## src/core/pwmdou_pkg.sv

```systemverilog
// Purpose: shared constants and types for the pwm duty/override generator
// Assumes: one generator, ports instead of registers
// Notes:   field positions and the duty, period and prescale reset values live here
package pwmdou_pkg;
  localparam int DUTY_W        = 16;
  localparam int PRESCALE_W    = 3;
  // output mode field encodings
  localparam logic [1:0] MODE_PUSH_PULL = 2'h1;
  localparam logic [1:0] MODE_REDUNDANT = 2'h2;
  // override patterns, high bit drives the high side
  localparam logic [1:0] OVR_ZERO_DUTY  = 2'h1;
  localparam logic [1:0] OVR_FULL_DUTY  = 2'h2;
  localparam logic [DUTY_W-1:0] DUTY_RESET   = 16'h0000;
  localparam logic [DUTY_W-1:0] PERIOD_RESET = 16'h0010;
  localparam logic [PRESCALE_W-1:0] PRESCALE_RESET = 3'h0;

  typedef struct packed {
    logic [1:0] outputMode;
    logic       overrideEnable;
    logic       overrideSyncSelect;
    logic [1:0] overridePatternBits;
  } pwmdou_out_ctrl_s;

  typedef struct packed {
    logic immediateUpdate;
    logic masterDutySelect;
  } pwmdou_gen_ctrl_s;

  typedef struct packed {
    logic highSideOutput;
    logic lowSideOutput;
  } pwmdou_pair_s;
endpackage

```

## src/core/pwmdou_prescaler.sv

```systemverilog
// Purpose: pwm clock tick from the system clock
// Assumes: field value n gives one tick every 2**n clocks
// Notes:   tick is a one-cycle pulse, no second clock domain
`timescale 1ns/1ps
module pwmdou_prescaler #(
  parameter int PRESCALE_W = 3
) (
  // clock and reset
  input  wire logic                  ref_clk,
  input  wire logic                  rst,
  // control
  input  wire logic                  run,
  input  wire logic [PRESCALE_W-1:0] prescale,
  // tick
  output logic                       tick
);
  localparam int CNT_W = 1 << PRESCALE_W;

  logic [CNT_W-1:0] count_reg;
  logic [CNT_W-1:0] count_next;
  logic [CNT_W-1:0] limit;

  always_comb begin
    limit = CNT_W'((64'h1 << prescale) - 64'h1);
    tick  = run && (count_reg >= limit);
    if (!run || tick) begin
      count_next = '0;
    end else begin
      count_next = count_reg + CNT_W'(1);
    end
  end

  always_ff @(posedge ref_clk or posedge rst) begin
    if (rst) begin
      count_reg <= '0;
    end else begin
      count_reg <= count_next;
    end
  end
endmodule

```

## src/core/pwmdou_generator.sv

```systemverilog
// Purpose: duty update and output override of one pwm generator
// Assumes: control bits arrive as ports on ref_clk, same domain
// Notes:   edge-aligned counter, period from port
`timescale 1ns/1ps
module pwmdou_generator #(
  parameter int DUTY_W     = pwmdou_pkg::DUTY_W,
  parameter int PRESCALE_W = pwmdou_pkg::PRESCALE_W
) (
  // clock and reset
  input  wire logic                     ref_clk,
  input  wire logic                     rst,
  // module time control
  input  wire logic                     moduleEnable,
  input  wire logic [PRESCALE_W-1:0]    pwmClockPrescale,
  input  wire logic [DUTY_W-1:0]        periodValue,
  // generator control
  input  wire pwmdou_pkg::pwmdou_gen_ctrl_s genCtrl,
  input  wire pwmdou_pkg::pwmdou_out_ctrl_s outCtrl,
  input  wire logic [DUTY_W-1:0]        generatorDutyValue,
  input  wire logic [DUTY_W-1:0]        masterDutyValue,
  // status
  output logic [DUTY_W-1:0]             activeDuty,
  output logic                          periodBoundary,
  // output pair
  output pwmdou_pkg::pwmdou_pair_s      outputPair
);
  //////////////////////////////////////////////////////////////////////////////
  logic                     pwmTick;
  logic [DUTY_W-1:0]        selectedDuty;
  logic                     wrapNow;

  logic                     modeRedundant;
  logic                     modePushPull;
  logic                     waveHigh;

  logic [DUTY_W-1:0]        counter_reg;
  logic [DUTY_W-1:0]        counter_next;
  logic [DUTY_W-1:0]        duty_reg;
  logic [DUTY_W-1:0]        duty_next;
  logic                     phase_reg;
  logic                     phase_next;

  logic [1:0]               ovrLatched_reg;
  logic [1:0]               ovrLatched_next;
  logic                     ovrOn_reg;
  logic                     ovrOn_next;

  pwmdou_pkg::pwmdou_pair_s pair_reg;
  pwmdou_pkg::pwmdou_pair_s pair_next;

  pwmdou_prescaler #(
    .PRESCALE_W (PRESCALE_W)
  ) u_prescaler (
    .ref_clk  (ref_clk),
    .rst      (rst),
    .run      (moduleEnable),
    .prescale (pwmClockPrescale),
    .tick     (pwmTick)
  );

  //////////////////////////////////////////////////////////////////////////////
  // time base: counter runs 0..periodValue, one step per pwm tick
  always_comb begin
    // >= so a period shortened below the count still wraps on the next pwm tick
    wrapNow      = pwmTick && (counter_reg >= periodValue);
    counter_next = counter_reg;
    if (!moduleEnable) begin
      counter_next = '0;
    end else if (wrapNow) begin
      counter_next = '0;
    end else if (pwmTick) begin
      counter_next = counter_reg + DUTY_W'(1);
    end
  end

  always_ff @(posedge ref_clk or posedge rst) begin
    if (rst) begin
      counter_reg <= pwmdou_pkg::DUTY_RESET;
    end else begin
      counter_reg <= counter_next;
    end
  end

  //////////////////////////////////////////////////////////////////////////////
  // push-pull phase, flips once per period
  always_comb begin
    phase_next = phase_reg;
    if (!moduleEnable) begin
      // restart at enable so the first period goes to the high side
      phase_next = 1'b0;
    end else if (wrapNow) begin
      phase_next = ~phase_reg;
    end
  end

  always_ff @(posedge ref_clk or posedge rst) begin
    if (rst) begin
      phase_reg <= 1'b0;
    end else begin
      phase_reg <= phase_next;
    end
  end

  //////////////////////////////////////////////////////////////////////////////
  // duty source and duty latch
  always_comb begin
    selectedDuty = genCtrl.masterDutySelect ? masterDutyValue
                                            : generatorDutyValue;
    duty_next    = duty_reg;
    if (!moduleEnable) begin
      // stopped module drives nothing to tear, so track at once
      duty_next = selectedDuty;
    end else if (genCtrl.immediateUpdate) begin
      duty_next = selectedDuty;
    end else if (wrapNow) begin
      duty_next = selectedDuty;
    end
  end

  always_ff @(posedge ref_clk or posedge rst) begin
    if (rst) begin
      duty_reg <= pwmdou_pkg::DUTY_RESET;
    end else begin
      duty_reg <= duty_next;
    end
  end

  //////////////////////////////////////////////////////////////////////////////
  // override latch: cpu-clock select follows at once, sync select waits for period for both set and clear
  always_comb begin
    ovrLatched_next = ovrLatched_reg;
    ovrOn_next      = ovrOn_reg;
    // a stopped module has no period edge to wait for
    if (!outCtrl.overrideSyncSelect || !moduleEnable || wrapNow) begin
      ovrLatched_next = outCtrl.overridePatternBits;
      ovrOn_next      = outCtrl.overrideEnable;
    end
  end

  always_ff @(posedge ref_clk or posedge rst) begin
    if (rst) begin
      ovrLatched_reg <= 2'h0;
      ovrOn_reg      <= 1'b0;
    end else begin
      ovrLatched_reg <= ovrLatched_next;
      ovrOn_reg      <= ovrOn_next;
    end
  end

  //////////////////////////////////////////////////////////////////////////////
  // output mode decode
  always_comb begin
    modeRedundant = 1'b0;
    modePushPull  = 1'b0;
    unique case (outCtrl.outputMode)
      pwmdou_pkg::MODE_REDUNDANT: begin
        modeRedundant = 1'b1;
      end
      pwmdou_pkg::MODE_PUSH_PULL: begin
        modePushPull = 1'b1;
      end
      default: begin
        // remaining codes run complementary
        modeRedundant = 1'b0;
        modePushPull  = 1'b0;
      end
    endcase
  end

  //////////////////////////////////////////////////////////////////////////////
  // output stage, registered so no comparator glitch reaches the pins
  always_comb begin
    // compare against the latched duty only, so zero duty is never high
    waveHigh                 = moduleEnable && (duty_reg != '0) && (counter_reg < duty_reg);
    pair_next.highSideOutput = 1'b0;
    pair_next.lowSideOutput  = 1'b0;
    if (ovrOn_next) begin
      // next-state override, so a cpu-clock change lands on the next edge
      pair_next.highSideOutput = ovrLatched_next[1];
      pair_next.lowSideOutput  = ovrLatched_next[0];
    end else if (modeRedundant) begin
      pair_next.highSideOutput = waveHigh;
      pair_next.lowSideOutput  = waveHigh;
    end else if (modePushPull) begin
      pair_next.highSideOutput = waveHigh && !phase_reg;
      pair_next.lowSideOutput  = waveHigh && phase_reg;
    end else begin
      // complementary, no dead time here
      pair_next.highSideOutput = waveHigh;
      pair_next.lowSideOutput  = moduleEnable && !waveHigh;
    end
  end

  always_ff @(posedge ref_clk or posedge rst) begin
    if (rst) begin
      pair_reg <= '0;
    end else begin
      pair_reg <= pair_next;
    end
  end

  //////////////////////////////////////////////////////////////////////////////
  // status and pins
  // immediate-update must be set before moduleEnable by software
  assign outputPair     = pair_reg;
  assign activeDuty     = duty_reg;
  assign periodBoundary = wrapNow;
endmodule

```

## config.mk

```make
export PLATFORM = sky130hd
export DESIGN_NAME = pwmdou_generator
export DESIGN_NICKNAME = d
export VERILOG_FILES = /design/src/core/pwmdou_pkg.sv /design/src/core/pwmdou_prescaler.sv /design/src/core/pwmdou_generator.sv
export SDC_FILE = /design/constraint.sdc
export NUM_CORES = 1
export LEC_CHECK = 0
export BUFFER_PORTS_ARGS = -buffer_cell sky130_fd_sc_hd__buf_2
export CAP_MARGIN = 20
export CORE_MARGIN = 2
export CORE_UTILIZATION = 44
export DETAILED_ROUTE_END_ITERATION = 8
export GPL_TIMING_DRIVEN = 0
export MAX_ROUTING_LAYER = met4
export PLACE_DENSITY_LB_ADDON = 0.2
export SETUP_SLACK_MARGIN = 0.1
export SLEW_MARGIN = 20
export SYNTH_ARGS = -nofsm -noshare
export SYNTH_HDL_FRONTEND = slang
export SYNTH_SLANG_ARGS = --single-unit
```

## constraint.sdc

```tcl
create_clock -name ref_clk -period 3 [get_ports ref_clk]
set_input_delay 0.3 -clock ref_clk [delete_from_list [all_inputs] [get_ports ref_clk]]
set_output_delay 0.3 -clock ref_clk [all_outputs]
set_load 0.02 [all_outputs]
```

* Word level (Yosys, flattened, before mapping)
Index checks and enable logic that the tools add are counted.
** Storage, ports and cells
- Register bits :: 46
- Bits of input ports :: 62
- Output and inout bits :: 19
- Word-level logic and storage cells :: 53
** Operators by class
- Add/subtract/negate cells :: 3
- Magnitude comparators :: 3
- Eq/ne operators :: 5
- Shift-type cells :: 1
- Mux-type cells :: 17
- Bitwise operators :: 1
- Reductions and logical operators :: 15
** Operators by type and width (number)
- 2-to-1 mux 16 bit :: 7
- adder 16 x 1 -> 16 bit (second input constant) :: 1
- greater-or-equal comparator 16 bit :: 1
- less-than comparator 16 bit :: 1
- nonzero test 16 bit :: 1
- adder 8 x 1 -> 8 bit (second input constant) :: 1
- greater-or-equal comparator 8 bit :: 1
- 2-to-1 mux 2 bit :: 4
- 2-to-1 mux 8 bit :: 1
- << shifter 1 x 3 -> 8 bit (first input constant) :: 1
- subtractor 8 x 1 -> 8 bit (second input constant) :: 1
- logical AND 1 bit :: 7
- != test 3 x 1 -> 1 bit (second input constant) :: 2
- 2-to-1 mux 1 bit :: 5
- zero test 1 bit :: 4
- logical OR 1 bit :: 3
- == test 2 x 1 -> 1 bit (second input constant) :: 1
- == test 2 bit (second input constant) :: 1
- != test 2 x 1 -> 1 bit (second input constant) :: 1
- NOT 1 bit :: 1

* Longest topological paths before layout
- Depth after elaboration :: 8
- Mapped depth :: 10
- Depth with buffers taken out :: 8

* Modules after synthesis
From an unflattened synthesis, not the netlist that was laid out.
** Second synthesis, totals
- Cells, all modules :: 343
- Area, all modules :: 3314.4 sq um
** By module, submodules not included
- pwmdou_generator :: times used 1, cells an instance 281, area an instance 2707.6 sq um, sequential area each 950.9 sq um
- pwmdou_prescaler :: times used 1, cells an instance 62, area an instance 606.8 sq um, sequential area each 200.2 sq um

* Worst setup path before layout
No wires, ideal clock.
- Path type :: input port to flip-flop
- Start point :: input pwmClockPrescale[2]
- End point :: register duty_reg[0], in the netlist activeDuty[0]
- Library setup time :: 0.125 ns
- Data arrival time :: 2.449 ns
- Data required time :: 2.875 ns
- Setup slack :: 0.426 ns
- Stages on the path :: 9
- Path buffers :: 1
- Cells stage by stage :: or3_1 -> ha_1 -> nand2b_1 -> a21o_1 -> a211o_1 -> a21bo_1 -> buf_6 -> a21oi_4 -> mux2_4
** Between the ends
- Longest elaborated chain between the ends :: 6
** Ends and longest elaborated chain
- start, declared :: line pwmdou_generator.sv:14 : input wire logic [PRESCALE_W-1:0] pwmClockPrescale,
- << shifter 1 x 3 -> 8 bit :: line pwmdou_prescaler.sv:24 : limit = CNT_W'((64'h1 << prescale) - 64'h1);
- subtractor 8 x 1 -> 8 bit :: line pwmdou_prescaler.sv:24
- greater-or-equal comparator 8 bit :: line pwmdou_prescaler.sv:25 : tick = run && (count_reg >= limit);
- logical AND 1 bit :: line pwmdou_prescaler.sv:25
- logical AND 1 bit :: line pwmdou_generator.sv:65 : wrapNow = pwmTick && (counter_reg >= periodValue);
- != test 3 x 1 -> 1 bit (no line)
- end signal, assigned :: line pwmdou_generator.sv:122 : duty_reg <= pwmdou_pkg::DUTY_RESET;
- end signal, assigned :: line pwmdou_generator.sv:124 : duty_reg <= duty_next;
- end, declared :: line pwmdou_generator.sv:38 : logic [DUTY_W-1:0] duty_reg;
Every way passes these cells.
A chain may end at the register's enable or synchronous reset.

* Worst setup path after layout
- Start point :: register counter_reg[14]
- End point :: output periodBoundary
** Between the ends
- Longest elaborated chain between the ends :: 2
** Ends and longest elaborated chain
- start, declared :: line pwmdou_generator.sv:36 : logic [DUTY_W-1:0] counter_reg;
- start signal, assigned :: line pwmdou_generator.sv:78 : counter_reg <= pwmdou_pkg::DUTY_RESET;
- start signal, assigned :: line pwmdou_generator.sv:80 : counter_reg <= counter_next;
- greater-or-equal comparator 16 bit :: line pwmdou_generator.sv:65
- logical AND 1 bit :: line pwmdou_generator.sv:65
- end, declared :: line pwmdou_generator.sv:23 : output logic periodBoundary,
Every way passes these cells.

==> summary.txt <==
Synthesis
  • Yosys reg bits: 46
  • Syn nets: 456
  • Most frequently used flop master after synthesis: dfrtp_1
  • Unique masters post-synth: 55
  • Syn_area_per_cell: roughly 9.6 sq um
  • Area contributors post-synth: dfrtp_1 (34%), ha_1 (15%), mux2i_1 (9.2%), inv_1 (4.5%), a21oi_1 (3.7%)
  • YS warnings: 0
  • Most frequent cells after synthesis: dfrtp_1 (46), ha_1 (41), inv_1 (41)
  • Register area share after synthesis: between 30% and 40%
  • Top-area cell type share of the netlist area: between 30% and 40%
  • Synth area leader: dfrtp_1
  • Post-synthesis instance area: roughly 3400 sq um
  • Number of flops mapped to enable cells by yosys: 0
  • Post-synthesis async set-or-reset flop share: 100.0%
  • Cells after Synth: around 350
  • Count leader, synth: dfrtp_1

STA
  • Max Slew Vio Count: 0
  • Fin. Hold Viols: 0
  • RSZ-0062 raised after global routing: no
  • Worst setup margin: 0.2419 ns
  • Max frequency: about 360 MHz
  • Min Tclk post-route: ~2.8 ns
  • Setup-failing EPs final: 0
  • Final Cycle Share: 91.94%
  • Sum of negative setup slack: 0 ns
  • Worst-Margin Slew: approximately 0.7 ns
  • Max_slew headroom: 53.25%
  • Clk_skew: 0.01064 ns

Power
  • Tot Pwr: 0.001441 W
  • Peak VDD IR: 0.0001326 V
  • LEAKAGE: 2.080 nW
  • PD cells: between 300 and 400 nW/um^2

Clock network
  • Clock Tree Buf Depth: 2
  • CTS clk-pin slew, worst paths: roughly 0.090 ns
  • CTS root buffer: clkbuf_8
  • Num CTS Buffers: 5
  • Total clock sinks: 46
  • CTS H-tree lvls: 2
  • CTS tree: yes
  • Skew-Pair Late Insertion Delay: 0.31 ns

Global route
  • Gr usage total: about 19%
  • Largest net degree at the start of global routing: 29
  • Vias in the first global route: 2784
  • Grt ovf: 0
  • Antenna violations before repair: 0
  • First-pass GRT wire length: about 13 mm

Die
  • Rows: 31
  • IO Count: 81
  • CORE AREA: 7370 sq um
  • Initial Util: 45.96%
  • Die W: about 90 um
  • Chip Height: 91.74 um
  • Die area: 8415 sq um

Final layout
  • Layout cells sized above 1: between 20% and 30%
  • Fin cells: between 500 and 600
  • Area grow syn2layout: 19.47%
  • ANT cells: 0
  • Nets: 544

Critical path
  • CP Buf/Inv Count: 1
  • Worst path cell trace: ha_1 -> nand4_1 -> nor3_1 -> o311ai_2 -> and3_1 -> nor3_1 -> buf_2
  • Slowest cell on crit path: dfrtp_1
  • Crit path max-delay family: simple AND/OR/NAND/NOR gates
  • Crit Path Max Fanout: 6
  • Crit Path Class: register to primary output
  • Cell mode on critical path: nor3_1
  • Arr. time, crit path: 2.46 ns
  • Critical path's largest stage delay: 0.46 ns
  • Critical path startpoint category: register
  • Critical path endpoint category: primary output
  • Req. time, crit path: 2.70 ns

Route
  • DRT Wirelength: approximately 7.7 mm
  • Vias per cell: 5.429
  • Drt first pass iters: 4
  • Starting DRT DRC Count: 143
  • Wire per inst: 14.32 um
  • DRC: 0
  • Detail Route Antenna Nets: 0
  • Via count: 2937

Place
  • DP HPWL: 6.202 mm
  • IO buf count: 79
  • Pre-CTS setup slack: -0.1080 ns
  • Cell Count Post-Placement: 532
  • GPL Wtd Cong: a little over 0.8

Run
  • Max-cap violations: 0

Worst hold path
  • Worst hold-check path type: input pin to register

Outcome
  • Status: finished, final reports clean
==> per-stage QoR <==
step	utilization (%)	hold slack [ns]	instance area, sq um
floorplan	-	0.4505	3387
global placement	53.01	0.4888	3906
detailed placement	53.28	0.3218	3926
CTS	54.75	0.2310	4035
global route	54.91	0.2327	4046
finish	54.91	0.2370	4046
==> final cells by class <==
| cell class | count | area (sq um) |
|---|---|---|
| plain buffers | 9 | 65.06 |
| clock buffers | 5 | 68.82 |
| clock inverters | 3 | 23.77 |
| fillers | 711 | 3323 |
| inverters | 41 | 153.9 |
| multi-input cells | 257 | 2034 |
| flip-flops and latches | 46 | 1151 |
| well taps | 99 | 123.9 |
| repair buffers | 81 | 425.4 |
==> layer usage <==
metal	wire length [um]	global-route usage (%)	vias up
met5	0	-	-
met4	46	3.731	0
met3	557	3.287	8
met2	3384	30.15	99
met1	3757	27.10	1358
li1	-	-	1472
==> timing repair <==
action	4_1_cts	5_1_grt
gates cloned	0	0
setup endpoints to repair	1	1
resized for setup	1	1
buffers inserted	0	0
hold buffers	1	0
hold endpoints to repair	18	0
==> worst paths after layout <==
path | start | endpoint | slack [ns] | depth (start not counted)
worst max-delay path | counter_reg[14] | periodBoundary | 0.24 | 7
min in group asynchronous | rst | activeDuty[8] | 0.52 | 3
max in group asynchronous | rst | counter_reg[0] | 1.98 | 4
worst min register to register | ovrLatched_reg[0] | ovrLatched_reg[0] | 0.52 | 1
worst max register to register | counter_reg[1] | activeDuty[3] | 0.34 | 8
worst min-delay path | outCtrl[0] | ovrLatched_reg[0] | 0.24 | 2
==> cell families after synthesis <==
| logic type | Yosys count | synth area share [%] |
|---|---|---|
| AO/OA/AOI/OAI | 75 | 15.48 |
| other | 1 | 0.1107 |
| multiplexers | 37 | 11.27 |
| adder cells (fa/ha/maj) | 41 | 15.15 |
| buffers and inverters | 50 | 6.465 |
| flip-flops | 46 | 33.99 |
| XOR/XNOR | 6 | 1.552 |
| AND/OR/NAND/NOR | 97 | 16.00 |
==> power by group <==
group | switching, W | total [W] | internal (W)
logic | 0.000195 | 0.000342 | 0.000147
registers | 0.0000351 | 0.000696 | 0.000661
clock network | 0.000235 | 0.000402 | 0.000167
total | 0.000465 | 0.00144 | 0.000975
==> cells in the final DEF (no fill, tap or decap), types with 5 or more instances in the layout <==
cell | synthesis | layout
buf_2 | 2 | 81
dfrtp_1 | 46 | 46
ha_1 | 41 | 41
inv_1 | 41 | 40
mux2i_1 | 31 | 31
a21oi_1 | 25 | 25
nor2_1 | 16 | 16
nand3_1 | 16 | 16
nand2_1 | 13 | 13
o31ai_1 | 11 | 11
o21ai_0 | 10 | 10
or4_1 | 10 | 10
a21o_1 | 6 | 6
or3_1 | 6 | 6
and3_1 | 5 | 5
mux2_2 | 5 | 5
clkbuf_8 | 0 | 5
Note: power is estimated with default switching activity, not from simulation.
